[config.mk]
export PLATFORM = sky130hd
export DESIGN_NAME = epi_top
export DESIGN_NICKNAME = d
export VERILOG_FILES = /design/src/core/epi_pkg.sv /design/src/core/epi_top.sv
export SDC_FILE = /design/constraint.sdc
export NUM_CORES = 1
export LEC_CHECK = 0
export ABC_AREA = 1
export BUFFER_PORTS_ARGS = -buffer_cell sky130_fd_sc_hd__buf_4
export CAP_MARGIN = 20
export CORE_ASPECT_RATIO = 1.1
export CORE_MARGIN = 5
export CORE_UTILIZATION = 43
export DETAILED_ROUTE_END_ITERATION = 7
export HOLD_SLACK_MARGIN = 0.1
export PLACE_DENSITY = 0.67
export SLEW_MARGIN = 15
export SYNTH_ARGS = -nofsm -noshare
export SYNTH_HDL_FRONTEND = slang
export SYNTH_SLANG_ARGS = --single-unit
[constraint.sdc]
create_clock -name clk -period 1.8 [get_ports clk]
set_input_delay 0.54 -clock clk [delete_from_list [all_inputs] [get_ports clk]]
set_output_delay 0.54 -clock clk [all_outputs]
set_load 0.05 [all_outputs]
[src/core/epi_pkg.sv]
// constants and register map for the external pin interrupt block
// How it works
// - pin driven as output still raises interrupts
// - pins zero/one: edges or level; two: edges
// - level mode requests while pin stays low
// - zero/one edges need running I/O clock
// - level and pin-two edges need no I/O clock
// - asynchronous events wake from any sleep mode
// - I/O clock stops in all but idle sleep
// - level wake sampled twice by watchdog clock
// - wake on two good samples or held level
// - level lost during start-up: wake, no interrupt
// - start-up length chosen by start-up fuses
// - sense codes: low, change, falling, rising
// - pin two polarity: zero falling, one rising
// - request needs own enable and global enable
// - flag sets on event, clears by vector/write-one
package epi_pkg;
	// register byte offsets
	localparam logic [7:0] OFS_SENSE = 8'h00;
	localparam logic [7:0] OFS_ENABLE = 8'h04;
	localparam logic [7:0] OFS_FLAG = 8'h08;
	localparam logic [7:0] OFS_DRIVE = 8'h0C;
	localparam logic [7:0] OFS_SLEEP = 8'h10;
	localparam logic [7:0] OFS_STAT = 8'h14;
	localparam logic [7:0] OFS_MASK = 8'h18;
	// field positions
	localparam int POS_SENSE_ZERO = 0;
	localparam int POS_SENSE_ONE = 2;
	localparam int POS_POL_TWO = 4;
	localparam int POS_GIE = 3;
	localparam int POS_DRV_DIR = 4;
	localparam int POS_SLP_GO = 0;
	localparam int POS_SLP_DEEP = 1;
	localparam int POS_STARTUP = 2;
	localparam int STAT_WAKE = 3;
	// sense select codes
	localparam logic [1:0] SENSE_LOW = 2'h0;
	localparam logic [1:0] SENSE_CHANGE = 2'h1;
	localparam logic [1:0] SENSE_FALL = 2'h2;
	localparam logic [1:0] SENSE_RISE = 2'h3;
	// timing
	localparam int CLK_PERIOD_NS = 10;
	localparam int WDT_PERIOD_NS = 1000;
	localparam int WDT_CYCLES = (WDT_PERIOD_NS / CLK_PERIOD_NS < 1) ? 1 : WDT_PERIOD_NS / CLK_PERIOD_NS;
	localparam int WDT_SAMPLES = 2;
	// start-up length in watchdog ticks per fuse code
	localparam logic [5:0] STARTUP_TICKS_0 = 6'h01;
	localparam logic [5:0] STARTUP_TICKS_1 = 6'h04;
	localparam logic [5:0] STARTUP_TICKS_2 = 6'h10;
	localparam logic [5:0] STARTUP_TICKS_3 = 6'h20;
	// reset value and bus response codes
	localparam logic [7:0] RST_ZERO = 8'h00;
	localparam logic [1:0] RESP_OKAY = 2'h0;
	localparam logic [1:0] RESP_SLVERR = 2'h2;
	// power states
	typedef enum logic [2:0] {
		PWR_AWAKE = 3'b001,
		PWR_SLEEP = 3'b010,
		PWR_START = 3'b100
	} epi_pwr_t;
endpackage

[src/core/epi_top.sv]
// external pin interrupt logic with axi4-lite registers and sleep wake-up
`timescale 1ns/1ns
module epi_top (
	// clock and reset
	input wire logic clk,
	input wire logic srst,
	// pins
	input wire logic [2:0] pin_in,
	output logic [2:0] pin_out,
	output logic [2:0] pin_oe,
	// core interrupt side
	output logic [2:0] irq_req,
	input wire logic [2:0] vector_ack,
	output logic core_asleep,
	output logic io_clk_run,
	output logic irq,
	// axi4-lite write address
	input wire logic awvalid,
	output logic awready,
	input wire logic [7:0] awaddr,
	// axi4-lite write data
	input wire logic wvalid,
	output logic wready,
	input wire logic [31:0] wdata,
	input wire logic [3:0] wstrb,
	// axi4-lite write response
	output logic bvalid,
	input wire logic bready,
	output logic [1:0] bresp,
	// axi4-lite read
	input wire logic arvalid,
	output logic arready,
	input wire logic [7:0] araddr,
	output logic rvalid,
	input wire logic rready,
	output logic [31:0] rdata,
	output logic [1:0] rresp
);
	typedef struct packed {
		logic [2:0] sync1;
		logic [2:0] sync2;
		logic [2:0] prev;
		logic [2:0] flag;
		logic [2:0] req;
		logic [1:0] sense0;
		logic [1:0] sense1;
		logic pol2;
		logic [2:0] ena;
		logic gie;
		logic [2:0] drv_val;
		logic [2:0] drv_dir;
		logic deep;
		logic [1:0] startup_fuse;
		epi_pkg::epi_pwr_t pwr;
		logic [6:0] wdt_cnt;
		logic [1:0] smp_cnt;
		logic [5:0] tick_cnt;
		logic [3:0] stat;
		logic [3:0] mask;
		logic aw_ok;
		logic [7:0] aw_addr;
		logic w_ok;
		logic [7:0] w_data;
		logic w_lane;
		logic bvalid;
		logic [1:0] bresp;
		logic rvalid;
		logic [31:0] rdata;
		logic [1:0] rresp;
	} epi_state_t;

	epi_state_t st_r;
	epi_state_t st_nxt;
	logic [2:0] pin_lvl;
	logic [2:0] hit;
	logic [1:0] lvl_mode;
	logic io_run;
	logic wdt_tick;
	logic lvl_wake;
	logic e2_wake;
	logic startup_done;
	logic do_write;
	logic do_read;

	// edge test for pins zero and one per sense code
	function automatic logic edge_hit(input logic [1:0] sense, input logic was, input logic now);
		case (sense)
			epi_pkg::SENSE_CHANGE: edge_hit = was ^ now;
			epi_pkg::SENSE_FALL: edge_hit = was & ~now;
			epi_pkg::SENSE_RISE: edge_hit = ~was & now;
			default: edge_hit = 1'b0;
		endcase
	endfunction

	// start-up ticks for a fuse code
	function automatic logic [5:0] startup_ticks(input logic [1:0] code);
		case (code)
			2'h0: startup_ticks = epi_pkg::STARTUP_TICKS_0;
			2'h1: startup_ticks = epi_pkg::STARTUP_TICKS_1;
			2'h2: startup_ticks = epi_pkg::STARTUP_TICKS_2;
			default: startup_ticks = epi_pkg::STARTUP_TICKS_3;
		endcase
	endfunction

	// pin level: an output-driven pin is seen by the detector too
	assign pin_lvl = (st_r.drv_dir & st_r.drv_val) | (~st_r.drv_dir & pin_in);
	assign pin_out = st_r.drv_val;
	assign pin_oe = st_r.drv_dir;

	// io clock stops only in deep sleep and its start-up
	assign io_run = (st_r.pwr == epi_pkg::PWR_AWAKE) || (st_r.pwr == epi_pkg::PWR_SLEEP && !st_r.deep);
	assign lvl_mode = {st_r.sense1 == epi_pkg::SENSE_LOW, st_r.sense0 == epi_pkg::SENSE_LOW};
	// zero/one edges are only recognised on a running io clock
	assign hit[0] = io_run && edge_hit(st_r.sense0, st_r.prev[0], st_r.sync2[0]);
	assign hit[1] = io_run && edge_hit(st_r.sense1, st_r.prev[1], st_r.sync2[1]);
	// pin two: edge only, polarity bit picks the direction, clock state ignored
	assign hit[2] = st_r.pol2 ? (~st_r.prev[2] & st_r.sync2[2]) : (st_r.prev[2] & ~st_r.sync2[2]);
	assign wdt_tick = st_r.wdt_cnt == 7'(epi_pkg::WDT_CYCLES - 1);
	// level wake needs no io clock; held low level on an enabled pin
	assign lvl_wake = st_r.gie && |(st_r.ena[1:0] & lvl_mode & ~st_r.sync2[1:0]);
	assign e2_wake = st_r.gie && st_r.ena[2] && hit[2];
	assign startup_done = wdt_tick && (st_r.tick_cnt == startup_ticks(st_r.startup_fuse) - 6'h01);
	assign do_write = st_r.aw_ok && st_r.w_ok && !st_r.bvalid;
	assign do_read = arvalid && !st_r.rvalid;

	// next state of the whole block
	always_comb begin
		st_nxt = st_r;
		// two-stage synchroniser, first stage feeds only the second
		st_nxt.sync1 = pin_lvl;
		st_nxt.sync2 = st_r.sync1;
		st_nxt.prev = st_r.sync2;
		st_nxt.wdt_cnt = wdt_tick ? 7'h00 : st_r.wdt_cnt + 7'h01;
		// event flags: event beats vector or write-one clear; level mode keeps clear
		for (int i = 0; i < 3; i++) begin
			st_nxt.flag[i] = hit[i] | (st_r.flag[i] & ~vector_ack[i]);
			if (do_write && st_r.w_lane && st_r.aw_addr == epi_pkg::OFS_FLAG && st_r.w_data[i] && !hit[i]) begin
				st_nxt.flag[i] = 1'b0;
			end
		end
		if (lvl_mode[0]) begin
			st_nxt.flag[0] = 1'b0;
		end
		if (lvl_mode[1]) begin
			st_nxt.flag[1] = 1'b0;
		end
		// request only with both enables; level mode follows the low pin
		for (int i = 0; i < 2; i++) begin
			st_nxt.req[i] = st_r.gie & st_r.ena[i] & (lvl_mode[i] ? ~st_r.sync2[i] : st_r.flag[i]);
		end
		st_nxt.req[2] = st_r.gie & st_r.ena[2] & st_r.flag[2];
		// sticky status, set wins over read clear
		if (do_read && araddr == epi_pkg::OFS_STAT) begin
			st_nxt.stat = 4'h0;
		end
		st_nxt.stat[2:0] = st_nxt.stat[2:0] | hit;
		// power sequencing
		case (st_r.pwr)
			epi_pkg::PWR_AWAKE: begin
				st_nxt.smp_cnt = 2'h0;
				st_nxt.tick_cnt = 6'h00;
			end
			epi_pkg::PWR_SLEEP: begin
				if (!st_r.deep) begin
					if (|st_r.req) begin
						st_nxt.pwr = epi_pkg::PWR_AWAKE;
					end
				end else if (e2_wake) begin
					st_nxt.pwr = epi_pkg::PWR_START;
				end else if (wdt_tick) begin
					// the low level must be seen on two consecutive watchdog samples
					if (lvl_wake && st_r.smp_cnt == 2'(epi_pkg::WDT_SAMPLES - 1)) begin
						st_nxt.pwr = epi_pkg::PWR_START;
					end
					st_nxt.smp_cnt = lvl_wake ? st_r.smp_cnt + 2'h1 : 2'h0;
				end
			end
			epi_pkg::PWR_START: begin
				// wake completes even if the level is gone; the request then stays low
				if (startup_done) begin
					st_nxt.pwr = epi_pkg::PWR_AWAKE;
				end else if (wdt_tick) begin
					st_nxt.tick_cnt = st_r.tick_cnt + 6'h01;
				end
			end
			default: st_nxt.pwr = epi_pkg::PWR_AWAKE;
		endcase
		if (st_r.pwr != epi_pkg::PWR_AWAKE && st_nxt.pwr == epi_pkg::PWR_AWAKE) begin
			st_nxt.stat[epi_pkg::STAT_WAKE] = 1'b1;
		end
		// write channels are taken independently, answer follows both
		if (awvalid && !st_r.aw_ok && !st_r.bvalid) begin
			st_nxt.aw_ok = 1'b1;
			st_nxt.aw_addr = awaddr;
		end
		if (wvalid && !st_r.w_ok && !st_r.bvalid) begin
			st_nxt.w_ok = 1'b1;
			st_nxt.w_data = wdata[7:0];
			st_nxt.w_lane = wstrb[0];
		end
		if (st_r.bvalid && bready) begin
			st_nxt.bvalid = 1'b0;
		end
		if (do_write) begin
			st_nxt.aw_ok = 1'b0;
			st_nxt.w_ok = 1'b0;
			st_nxt.bvalid = 1'b1;
			st_nxt.bresp = epi_pkg::RESP_OKAY;
			// every field sits in byte lane zero
			case (st_r.aw_addr)
				epi_pkg::OFS_SENSE: if (st_r.w_lane) begin
					st_nxt.sense0 = st_r.w_data[epi_pkg::POS_SENSE_ZERO +: 2];
					st_nxt.sense1 = st_r.w_data[epi_pkg::POS_SENSE_ONE +: 2];
					st_nxt.pol2 = st_r.w_data[epi_pkg::POS_POL_TWO];
				end
				epi_pkg::OFS_ENABLE: if (st_r.w_lane) begin
					st_nxt.ena = st_r.w_data[2:0];
					st_nxt.gie = st_r.w_data[epi_pkg::POS_GIE];
				end
				epi_pkg::OFS_DRIVE: if (st_r.w_lane) begin
					st_nxt.drv_val = st_r.w_data[2:0];
					st_nxt.drv_dir = st_r.w_data[epi_pkg::POS_DRV_DIR +: 3];
				end
				epi_pkg::OFS_SLEEP: if (st_r.w_lane) begin
					st_nxt.deep = st_r.w_data[epi_pkg::POS_SLP_DEEP];
					st_nxt.startup_fuse = st_r.w_data[epi_pkg::POS_STARTUP +: 2];
					if (st_r.w_data[epi_pkg::POS_SLP_GO] && st_r.pwr == epi_pkg::PWR_AWAKE) begin
						st_nxt.pwr = epi_pkg::PWR_SLEEP;
					end
				end
				epi_pkg::OFS_MASK: if (st_r.w_lane) begin
					st_nxt.mask = st_r.w_data[3:0];
				end
				epi_pkg::OFS_FLAG, epi_pkg::OFS_STAT: ;
				default: st_nxt.bresp = epi_pkg::RESP_SLVERR;
			endcase
		end
		// read answers one cycle after the address is taken
		if (st_r.rvalid && rready) begin
			st_nxt.rvalid = 1'b0;
		end
		if (do_read) begin
			st_nxt.rvalid = 1'b1;
			st_nxt.rresp = epi_pkg::RESP_OKAY;
			st_nxt.rdata = 32'h0000_0000;
			case (araddr)
				epi_pkg::OFS_SENSE: st_nxt.rdata[4:0] = {st_r.pol2, st_r.sense1, st_r.sense0};
				epi_pkg::OFS_ENABLE: st_nxt.rdata[3:0] = {st_r.gie, st_r.ena};
				epi_pkg::OFS_FLAG: st_nxt.rdata[2:0] = st_r.flag;
				epi_pkg::OFS_DRIVE: st_nxt.rdata[6:0] = {st_r.drv_dir, 1'b0, st_r.drv_val};
				epi_pkg::OFS_SLEEP: st_nxt.rdata[6:1] = {st_r.pwr, st_r.startup_fuse, st_r.deep};
				epi_pkg::OFS_STAT: st_nxt.rdata[3:0] = st_r.stat;
				epi_pkg::OFS_MASK: st_nxt.rdata[3:0] = st_r.mask;
				default: st_nxt.rresp = epi_pkg::RESP_SLVERR;
			endcase
		end
	end

	// single state register
	always_ff @(posedge clk) begin
		if (srst) begin
			st_r <= '0;
			st_r.pwr <= epi_pkg::PWR_AWAKE;
		end else begin
			st_r <= st_nxt;
		end
	end

	// outputs
	assign irq_req = st_r.req;
	assign core_asleep = st_r.pwr != epi_pkg::PWR_AWAKE;
	assign io_clk_run = io_run;
	assign irq = |(st_r.stat & st_r.mask);
	assign awready = !st_r.aw_ok && !st_r.bvalid;
	assign wready = !st_r.w_ok && !st_r.bvalid;
	assign bvalid = st_r.bvalid;
	assign bresp = st_r.bresp;
	assign arready = !st_r.rvalid;
	assign rvalid = st_r.rvalid;
	assign rdata = st_r.rdata;
	assign rresp = st_r.rresp;
endmodule

* After elaboration in Yosys (flattened, before gate mapping)
Index checks and enable logic that the tools add are counted.
** Storage, ports and cells
- Flip-flop bits (word level) :: 90
- Latch bits :: 0
- Memory bits (writable) :: 0
- Memory bits (read-only) :: 0
- Input port bits :: 65
- Output and inout bits :: 53
- Logic and storage cells :: 212
- Memories kept :: 0
** Cells by class
- Add/sub/neg operators :: 4
- Multiply operators :: 0
- Div/mod/pow operators :: 0
- $lt $le $gt $ge :: 0
- Equality and inequality tests :: 33
- Shift-type cells :: 0
- Muxes and demuxes :: 38
- Bitwise operators :: 38
- Reduce and logical (&&, ||, !) cells :: 66
** Operators by type and width (number)
- $eq A8 B5 Y1 const B :: 6
- $mux W35 :: 1
- $mux W3 :: 11
- $eq A8 B4 Y1 const B :: 4
- $logic_and A1 B1 Y1 :: 30
- $pmux W6 S3 :: 1
- $reduce_and A3 Y1 :: 6
- $eq A8 B3 Y1 const B :: 2
- $logic_not A8 Y1 :: 2
- $and A1 B1 Y1 :: 15
- $pmux W2 S7 :: 1
- $reduce_or A7 Y1 :: 2
- $mux W2 :: 6
- $mux W6 :: 2
- $pmux W6 S2 :: 1
- $eq A2 B2 Y1 const B :: 5
- $ne A2 B2 Y1 const B :: 5
- $reduce_bool A2 Y1 :: 5
- $not A1 Y1 :: 9
- $pmux W1 S3 :: 3
- $pmux W3 S3 :: 1
- $reduce_or A3 Y1 :: 3
- $eq A2 B1 Y1 const B :: 4
- $logic_not A1 Y1 :: 8
- other kinds (28) :: 46

* Depth between registers and ports, before layout
Gate-level depths: netlist of the first run.
- Depth in word-level cells :: 15
- Depth in mapped cells :: 12
- Mapped depth without buffers :: 12

* Worst setup path before layout of the first run
OpenSTA, ideal clock, no wires.
- Path type :: reg2reg
- From :: reg st_r, in the netlist bvalid
- To :: reg st_r[41] in the netlist's numbering
- Library setup time :: 0.126 ns
- Arrival :: 1.868 ns
- Required time :: 1.674 ns
- Setup slack :: -0.194 ns
- Cell stages (with the launch flop) :: 6
- Buffers on the path :: 1
- Cells stage by stage :: dfxtp_1 nor2_1 nand2_1 clkbuf_1 o21ai_0 a21oi_1
** Between the ends
- Longest elaborated chain between the ends :: 2
** RTL lines
- start, declared :: RTL line epi_top.sv:72 : epi_state_t st_r;
- start signal, assigned :: RTL line epi_top.sv:265 : st_r <= st_nxt;
- $logic_not A1 Y1 :: RTL line epi_top.sv:196 : if (wvalid && !st_r.w_ok && !st_r.bvalid) begin
- $logic_and A1 B1 Y1 :: RTL line epi_top.sv:196
No other way between the ends.
A chain may end at the register's enable or synchronous reset.

* Worst setup path after layout of the first run
- From :: reg st_r[81] in the netlist's numbering
- To :: out io_clk_run
** Between the ends
- Longest elaborated chain between the ends :: 3
** RTL lines
- $eq A3 B2 Y1 :: RTL line epi_top.sv:111 : assign io_run = (st_r.pwr == epi_pkg::PWR_AWAKE) || (st_r.pwr == epi_pkg::PWR_SLEEP && !st_r.deep);
- $logic_and A1 B1 Y1 :: RTL line epi_top.sv:111
- $logic_or A1 B1 Y1 (*) :: RTL line epi_top.sv:111
- end, declared :: RTL line epi_top.sv:15 : output logic io_clk_run,
Mark *: on every way between the ends. The rest lies on a longest branch, timed or not.

==> results of run 1 <==
## worst reg2reg max path, stage by stage, from the launching register on
cell and delay [ns]:
dfxtp_1 0.41, inv_2 0.07, nand2_1 0.10, ha_4 0.20
or2_1 0.20, nand3_1 0.08, nor2_2 0.05, nand2_2 0.09
nand2_4 0.10, nand2_4 0.11, nand2_1 0.06, a21oi_1 0.12
## layer usage
layer | up-vias | share of wire (%)
met5 | - | 0
met4 | 0 | 1.7
met3 | 14 | 5.7
met2 | 108 | 49
met1 | 1822 | 44
li1 | 2078 | -
## layout make-up
cell class              count  area (sq um)
well taps                 143           179
clock buffers              10           239
inverters                  73           280
multi-input cells         438          2250
flip-flops and latches     88          1770
repair buffers             74           583
clock inverters             6          91.3
fillers                  1001          5000
## per-stage QoR
stage               setup TNS [ns]  setup slack (ns)
finish                     -0.0112           -0.0112
CTS                        -0.0232           -0.0232
global placement                 0             0.114
detailed placement               0            0.0274
global route               -0.0781           -0.0781
floorplan                        0            0.0589
## power breakdown
| part | switching (W) | internal, W | leakage (nW) |
|---|---|---|---|
| Sequential | 0.0000577 | 0.00201 | 0.718 |
| Clock | 0.000802 | 0.00126 | 0.151 |
| Combinational | 0.000414 | 0.000166 | 1.47 |
| Total | 0.00127 | 0.00344 | 2.34 |
## worst max-delay path by stage
stage,startpoint,end,slack [ns]
after floorplan,bvalid,st_r[41],0.06
after CTS,st_r[80],io_clk_run,-0.02
after detailed placement,st_r[83],st_r[67],0.03
after global placement,st_r[83],st_r[69],0.11
after global routing,st_r[81],io_clk_run,-0.08
final,st_r[81],io_clk_run,-0.01
## cells in the final DEF, fill, tap and decap left out, types with 7 or more instances in the layout
master / instances
a21oi_1: 48
buf_4: 70
clkbuf_16: 9
conb_1: 27
dfxtp_1: 83
ha_1: 7
inv_1: 59
inv_2: 11
nand2_1: 97
nand3_1: 40
nor2_1: 91
nor2_2: 11
nor3_1: 8
o21ai_0: 40
o21ai_1: 10
## repair_timing
item | CTS | global route
pin swaps | 1 | 6
endpoints found under the setup margin | 2 | 10
buffers inserted | 2 | 2
resized for setup | 6 | 11
endpoints found under the hold margin | 0 | 0
hold buffers | 0 | 0
## logic make-up after synthesis
family                     count (synthesis)  share of synthesized area [%]
other                                      1                         0.0824
DFF                                       88                           38.7
and+or+nand+nor                          285                           29.8
buffers and inverters                    131                           14.7
AOI/OAI and AO/OA                        112                           13.3
adders and majority gates                  8                           2.20
xor gates and xnor gates                   6                           1.16
## state kept, by name (all words and copies together), names as in the netlist
| name | cells |
|---|---|
| rresp | 1 |
| irq_req | 3 |
| st_r | 62 |
| pin_oe | 3 |
| pin_out | 3 |
| bresp | 1 |
| bvalid | 1 |
| st_nxt | 6 |
| rvalid | 1 |
| rdata | 7 |
==> results.md, run 1 <==
- Outcome: finished with violations
- Failing checks: negative setup slack
- Core area: 0.0104 sq mm
- Fin Clk Skew: 0.00781 ns
- Fin cells: 832
- Avg Cell Area, Syn: 7.21 sq um
- Total Routing Usage GR: 18.1%
- Worst r2r src: st_r[84]
- Worst min path class: flip-flop to flip-flop
- Die Width: 108 um
- Final #Nets: 757
- P_leak: 2.34 nW
- Largest net degree at the start of global routing: 47
- Crit path DAT: 1.27 ns
- List of most frequent post-synthesis cells: nand2_1, nor2_1, dfxtp_1
- Worst r2r dst: st_r[67]
- Worst setup margin: -0.0112 ns
- Startpoint Class: flip-flop
- GR Util met1: 23.5%
- Drt wl/cell: 13.2 um
- CTS Buf Count: 9
- Synth Cell Area: 0.00455 sq mm
- Fin. max-slew vios: 0
- Ys async rst share: 0%
- Final Power: 0.00471 W
- Number of synthesis warnings: 0
- Row count: 39
- CP Class: flip-flop to output pin
- GRT met3 Usage: 4.50%
- DP HPWL: 8.38 mm
- Commonest register cell after synthesis: dfxtp_1
- Final setup viols: 1
- Deepest clock path buffer count: 2
- Worst-Skew Late Latency: 0.34 ns
- First-pass GRT wire length: 18.6 mm
- Worst Path Buf+Inv: 2
- Synth cell types: 43
- Post-synth EDFFs: 0
- DR iter-0 viols: 245
- Crit path time final: 1.81 ns
- Worst R2R Path Depth: 11
- Post-layout util: 51.9%
- H-tree Lvls: 3
- Critical Path End Type: output pin
- DRT Pass-1 Iters: 5
- Max Cap Viol: 0
- Final instance area: 0.00540 sq mm
- Final critical-path share of the clock period: 101%
- # port buffers: 62
- Placed cell area: 0.00498 sq mm
- Hold_ws: 0.402 ns
- Peak supply drop: 0.541 mV
- WP data required: 1.26 ns
- Aggregate global routing overflow: 0
- WP depth: 5
- Full die area: 0.0127 sq mm
- Clock slew at reported path FFs: 0.07 ns
- Fmax: 552 MHz
- Area contributors post-synth: dfxtp_1, nand2_1, nor2_1, buf_4, a21oi_1
- # DRC: 0
- Via count: 4022
- Post-DRT Antenna Nets: 0
- Post-synth top area share: 38.7%
- Total clock sinks: 88
- FF+latch count, synth: 88
- Hold path depth: 2
- GRT busiest layer: met2
- Share of cells above drive strength 1: 21.3%
- Flop2flop setup slack: 0.14 ns
- Hold endpoint: st_nxt[109]
- Hold path startpoint: st_nxt[112]
- Cells along the critical path: inv_2 -> nor3_4 -> nand2_1 -> nand2_2 -> buf_8
- Final Hold Fails: 0
- Die height: 118 um
- Initial antenna violation count: 0
- CP max stage delay: 0.33 ns
- Ant diodes: 0
- Layout area overhead: 18.6%
- Met2 Use GR: 29.3%
- Post-Syn Instances: 631
- Unrepaired setup endpoints after global routing: true
- PD cells: 873 mW/mm^2
- Vias in the first global route: 3889
- Placed cell count: 812
- Cell with the most instances after synthesis: nand2_1
- Seq/Total Area, Yosys: 38.7%
- Vias per Instance: 4.83
- WL final: 11.0 mm
- Delay-heaviest family, CP: simple AND/OR/NAND/NOR gates
- Slowest cell on crit path: dfxtp_2
- Placer Congestion: 0.877
- Ports: 118
- Initial Utilization: 43.8%
- Crit path max fanout: 3
- CTS root buf: clkbuf_16
- TritonCTS clock tree: built
- Synth area leader: dfxtp_1
(Power assumes the default switching activity.)
==> run 2: changes to the inputs <==
CORE_UTILIZATION = 53   (was 43)
PLACE_DENSITY = 0.8   (was 0.67)
SETUP_SLACK_MARGIN = 0.3   (was not set)
==> run 2 against run 1 <==
  * Critical endpoint unchanged
  * Sequential power barely moved
  * Maximum frequency rose by 0.51%
  * The run still ends with negative setup slack left
  * Critical path type unchanged
  * Largest cell class unchanged
  * Die area fell by 17%
==> results.md, run 2 (synthesized netlist as in run 1, its figures left out) <==
- Fmax: 555 MHz (+0.51%)
- Worst-Skew Late Latency: 0.36 ns (+0.02 ns)
- Post-DRT Antenna Nets: 0 (unchanged)
- WP depth: 5 (unchanged)
- Crit path time final: 1.80 ns (-0.00911 ns)
- Full die area: 0.0105 sq mm (-17%)
- CP max stage delay: 0.34 ns (about the same)
- Final setup viols: 1 (unchanged)
- Worst min path class: flip-flop to flip-flop
- Fin Clk Skew: 0.0126 ns (+0.00474 ns)
- Biggest register: st_r
- Filler instances: 670 (-33%)
- Largest net degree at the start of global routing: 49 (+4.3%)
- Worst Path Buf+Inv: 3 (+1)
- Worst setup margin: -0.00207 ns (+0.00911 ns)
- WL final: 11.7 mm (+6.4%)
- Total Routing Usage GR: 21.0% (+2.9 points)
- TritonCTS clock tree: built
- Crit path max fanout: 4 (+1)
- Drt wl/cell: 14.2 um (+7.6%)
- Hold buffer count at cts: 0 (unchanged)
- Worst r2r src: st_r[83]
- Slowest cell on crit path: dfxtp_2
- Initial antenna violation count: 0 (unchanged)
- Commonest non-fill, non-tap cells in the layout: nand2_1, nor2_1, buf_4, dfxtp_1, inv_1
- Final #Nets: 780 (+3.0%)
- H-tree Lvls: 3 (unchanged)
- CP Class: flip-flop to output pin
- Max Cap Viol: 0 (unchanged)
- Delay-heaviest family, CP: buffers and inverters
- Via count: 4241 (+5.4%)
- CTS Buf Count: 9 (unchanged)
- Total clock sinks: 88 (unchanged)
- Crit path capture: io_clk_run
- Unrepaired setup endpoints after global routing: true
- P_leak: 2.46 nW (+5.1%)
- WP data required: 1.26 ns (about the same)
- Clock slew at reported path FFs: 0.09 ns (+0.02 ns)
- Max reg flops: 62 (unchanged)
- CTS root buf: clkbuf_8
- Register area: 0.00181 sq mm (+2.4%)
- # DRC: 0 (unchanged)
- Post-layout util: 69.7% (+18 points)
- # port buffers: 62 (unchanged)
- Row count: 35 (-10%)
- DR iter-0 viols: 195 (-20%)
- Vias per Instance: 5.15 (+6.6%)
- PD cells: 687 mW/mm^2 (-21%)
- Deepest clock path buffer count: 2 (unchanged)
- Final critical-path share of the clock period: 100% (-0.51 points)
- Share of cells above drive strength 1: 33.8% (+13 points)
- Outcome: finished with violations
- Flop2flop setup slack: 0.10 ns (-0.04 ns)
- Core area: 0.00836 sq mm (-20%)
- DP HPWL: 8.37 mm (-0.17%)
- Worst R2R Path Depth: 11 (unchanged)
- Crit path DAT: 1.26 ns (about the same)
- Most common cell after layout, fill and taps aside: nand2_1
- Final Hold Fails: 0 (unchanged)
- Initial Utilization: 54.4% (+11 points)
- Fin. max-slew vios: 0 (unchanged)
- Placer Congestion: 0.859 (-2.1%)
- Die height: 107 um (-9.1%)
- Vias in the first global route: 3950 (+1.6%)
- Aggregate global routing overflow: 0 (unchanged)
- Area of the multi-input gates: 0.00257 sq mm (+14%)
- First-pass GRT wire length: 18.0 mm (-3.2%)
- Die Width: 98.3 um (-9.0%)
- Layout area overhead: 28.1%
- DRT Pass-1 Iters: 6 (+1)
- Ports: 118 (unchanged)
- Startpoint Class: flip-flop
- Failing checks: negative setup slack
- CP startpoint: st_r[81]
- Worst r2r dst: st_r[70]
- Pre-CTS setup slack: 0.133 ns (+0.106 ns)
- Cells along the critical path: inv_2 -> buf_6 -> nand3_4 -> nand2_4 -> buf_8
- Critical Path End Type: output pin
- Ant diodes: 0 (unchanged)
- Peak supply drop: 0.404 mV (-25%)
[run 2: final cells by class]
type | count | share of cell area (%)
Clock buffer | 9 | 2.12
Multi-Input combinational cell | 439 | 44.1
Sequential cell | 88 | 31.1
Timing Repair Buffer | 96 | 14.4
Inverter | 73 | 4.96
Tap cell | 111 | 2.38
Clock inverter | 7 | 0.944
[run 2: routing by layer]
metal  share of wire [%]  global-route usage (%)  routed length [um]
met1                  40                    23.6                4650
met2                  52                    37.6                6090
met3                 5.6                    4.16                 661
met4                 2.8                    10.3                 327
met5                   0                       0                   0
[run 2: worst min-delay path by stage]
| stage | from | endpoint | slack (ns) | cells after the start |
|---|---|---|---|---|
| after floorplan | st_nxt[110] | st_nxt[107] | 0.39 | 2 |
| after global placement | st_nxt[112] | st_nxt[109] | 0.39 | 2 |
| after detailed placement | st_nxt[112] | st_nxt[109] | 0.39 | 2 |
| after CTS | bready | bvalid | 0.40 | 4 |
| after global routing | st_nxt[112] | st_nxt[109] | 0.42 | 2 |
| final | st_nxt[112] | st_nxt[109] | 0.40 | 2 |
[run 2: per-stage QoR]
stage | cells | hold WS [ns] | setup TNS, ns | total power (W) | area (sq um)
floorplan | 657 | 0.388 | 0 | 0.00259 | 4700
global placement | 780 | 0.390 | 0 | 0.00269 | 4980
detailed placement | 780 | 0.394 | 0 | 0.00270 | 4980
CTS | 810 | 0.397 | -0.0510 | 0.00398 | 5480
global route | 823 | 0.421 | -0.0499 | 0.00416 | 5830
finish | 823 | 0.405 | -0.00207 | 0.00401 | 5830
[run 2: report_power, final]
| group | leakage [nW] | internal (W) | total, W | switching, W |
|---|---|---|---|---|
| registers | 0.730 | 0.00201 | 0.00208 | 0.0000700 |
| clock network | 0.0866 | 0.000516 | 0.00127 | 0.000755 |
| logic | 1.64 | 0.000210 | 0.000659 | 0.000449 |
[run 2: tightest hold or removal path: stages, from the launching register on]
cell,delay [ns]
dfxtp_1,0.31
inv_1,0.04
nor2_1,0.03
[run 2: timing repair]
action / in CTS / in global routing
pin swaps: 25 / 26
resized for setup: 69 / 70
setup buffers: 14 / 12
cloned: 0 / 1
endpoints found under the setup margin: 21 / 50
==> run 3: changes to the inputs <==
CORE_UTILIZATION = 57   (was 53)
PLACE_DENSITY = 0.85   (was 0.8)
clock period = 2.15 ns   (was 1.8 ns; I/O delays follow)
==> run 3 against run 2 <==
  * The flow now finishes without violations
  * Via count fell by 3.7%
  * Flip-flop and latch count did not move
  * Count of clock-buffer cells in the layout did not move
  * Register-to-register slack improved by 0.35 ns
  * Highest routed layer unchanged
==> results.md, run 3 (synthesized netlist as in run 1, its figures left out) <==
- Worst-Skew Late Latency: 0.36 ns (about the same)
- Cells along the critical path: nor3_4 -> nand2_1 -> nand2_2 -> buf_8
- Die height: 104 um (-3.2%)
- Core area: 0.00787 sq mm (-5.9%)
- Final Power: 0.00350 W (-13%)
- CTS root buf: clkbuf_8
- WP data required: 1.50 ns (+0.24 ns)
- Share of cells above drive strength 1: 20.4% (-13 points)
- Startpoint Class: flip-flop
- Die Width: 95.2 um (-3.2%)
- Slew @ Worst Pin: 0.500 ns
- Total clock sinks: 88 (unchanged)
- CP max stage delay: 0.37 ns (+0.03 ns)
- Ports: 118 (unchanged)
- Vias in the first global route: 3792 (-4.0%)
- Final setup viols: 0 (-1)
- Worst slew margin: 66.3%
- DR iter-0 viols: 281 (+44%)
- Fin. max-slew vios: 0 (unchanged)
- Crit path max fanout: 4 (unchanged)
- DRT Pass-1 Iters: 5 (-1)
- DP HPWL: 8.17 mm (-2.3%)
- # DRC: 0 (unchanged)
- Largest net degree at the start of global routing: 42 (-14%)
- Aggregate global routing overflow: 0 (unchanged)
- Biggest register: st_r
- Initial Utilization: 57.8% (+3.4 points)
- PD cells: 675 mW/mm^2 (-1.9%)
- WL final: 10.7 mm (-9.0%)
- Row count: 34 (-2.9%)
- Slowest cell on crit path: dfxtp_4
- # port buffers: 62 (unchanged)
- Unrepaired setup endpoints after global routing: true
- Deepest clock path buffer count: 2 (unchanged)
- Peak supply drop: 0.495 mV (+23%)
- First-pass GRT wire length: 17.4 mm (-3.1%)
- Crit path DAT: 1.25 ns (about the same)
- Final critical-path share of the clock period: 88.3%
- Worst Path Buf+Inv: 1 (-2)
- Drt wl/cell: 13.5 um (-5.5%)
- Outcome: completed
- Layout area overhead: 14.2%
- Fmax: 527 MHz
- Max reg flops: 62 (unchanged)
- CP Class: flip-flop to output pin
- Crit path time final: 1.90 ns
- Fin cells: 793 (-3.6%)
- Max Cap Viol: 0 (unchanged)
- Hold_ws: 0.405 ns (-0.0000660 ns)
- Delay-heaviest family, CP: flip-flops
- Filler instances: 692 (+3.3%)
- Setup TNS: 0 ns (+0.00207 ns)
- Post-DRT Antenna Nets: 0 (unchanged)
- Placer Congestion: 0.921 (+7.3%)
- Placed cell count: 774 (-0.77%)
- Ant diodes: 0 (unchanged)
- Full die area: 0.00987 sq mm (-6.3%)
- Initial antenna violation count: 0 (unchanged)
- Via count: 4083 (-3.7%)
- Hold buffer count at cts: 0 (unchanged)
- Vias per Instance: 5.15 (about the same)
- Worst min path class: flip-flop to flip-flop
- P_leak: 2.28 nW (-7.0%)
- H-tree Lvls: 3 (unchanged)
- Final #Nets: 753 (-3.5%)
- Most common cell after layout, fill and taps aside: nand2_1
- Critical Path End Type: output pin
- CTS Buf Count: 9 (unchanged)
- TritonCTS clock tree: built
- Total Routing Usage GR: 22.1% (+1.1 points)
- Fin Clk Skew: 0.00848 ns (-0.00407 ns)
- Commonest non-fill, non-tap cells in the layout: nand2_1, nor2_1, dfxtp_1, buf_4, inv_1
- Final Hold Fails: 0 (unchanged)
- Clock slew at reported path FFs: 0.09 ns (about the same)
[run 3: changes by cell type in the layout (fill, tap and decap cells not counted), sizes merged]
cell / previous run / this run
buf: 96 / 70
bufinv: 0 / 2
clkinvlp: 3 / 0
inv: 74 / 75
nand2: 106 / 105
[run 3: repair_timing]
item / in CTS / in global routing
gates cloned: 0 / 0
resized for setup: 6 / 7
setup buffers: 1 / 2
pin swaps: 1 / 2
endpoints found under the setup margin: 2 / 7
[run 3: tightest hold or removal path, stage by stage, from the launching register on]
cell and delay (ns):
dfxtp_1 0.30, inv_1 0.04, nor2_1 0.03
[run 3: report_power, final]
| group | switching (W) | internal [W] | leakage (nW) |
|---|---|---|---|
| logic | 0.000348 | 0.000136 | 1.45 |
| registers | 0.0000469 | 0.00168 | 0.718 |
| clock network | 0.000617 | 0.000671 | 0.116 |
[run 3: path summary, 6_finish.rpt]
check / slack, ns / cells after the start / start / to
worst min register to register: 0.40 / 2 / st_nxt[112] / st_nxt[109]
worst max register to register: 0.45 / 11 / st_r[83] / st_r[67]
worst min-delay path: 0.40 / 2 / st_nxt[112] / st_nxt[109]
worst max-delay path: 0.25 / 4 / st_r[80] / io_clk_run
[run 3: cell type report]
| cell class | instances | area, sq um | area share [%] |
|---|---|---|---|
| flip-flops and latches | 88 | 1770 | 34.1 |
| clock buffers | 9 | 124 | 2.38 |
| multi-input cells | 438 | 2240 | 43.1 |
| repair buffers | 70 | 546 | 10.5 |
| inverters | 73 | 277 | 5.32 |
| well taps | 108 | 135 | 2.60 |
| clock inverters | 7 | 103 | 1.98 |
[run 3: per-stage QoR]
step	utilization, %	setup slack (ns)	cell area, sq um
finish	66.0	0.251	5190
global route	66.0	0.200	5190
CTS	65.6	0.227	5160
detailed placement	62.4	0.278	4910
global placement	62.4	0.333	4910
floorplan	-	0.346	4650
[run 3: metal layers]
layer  GRT usage, %  share of wire, %  up-vias
li1               -                 -     2064
met1           28.6                42     1856
met2           35.5                49      153
met3           4.42               7.7       10
met4           8.76               1.1        0
met5              0                 0        -
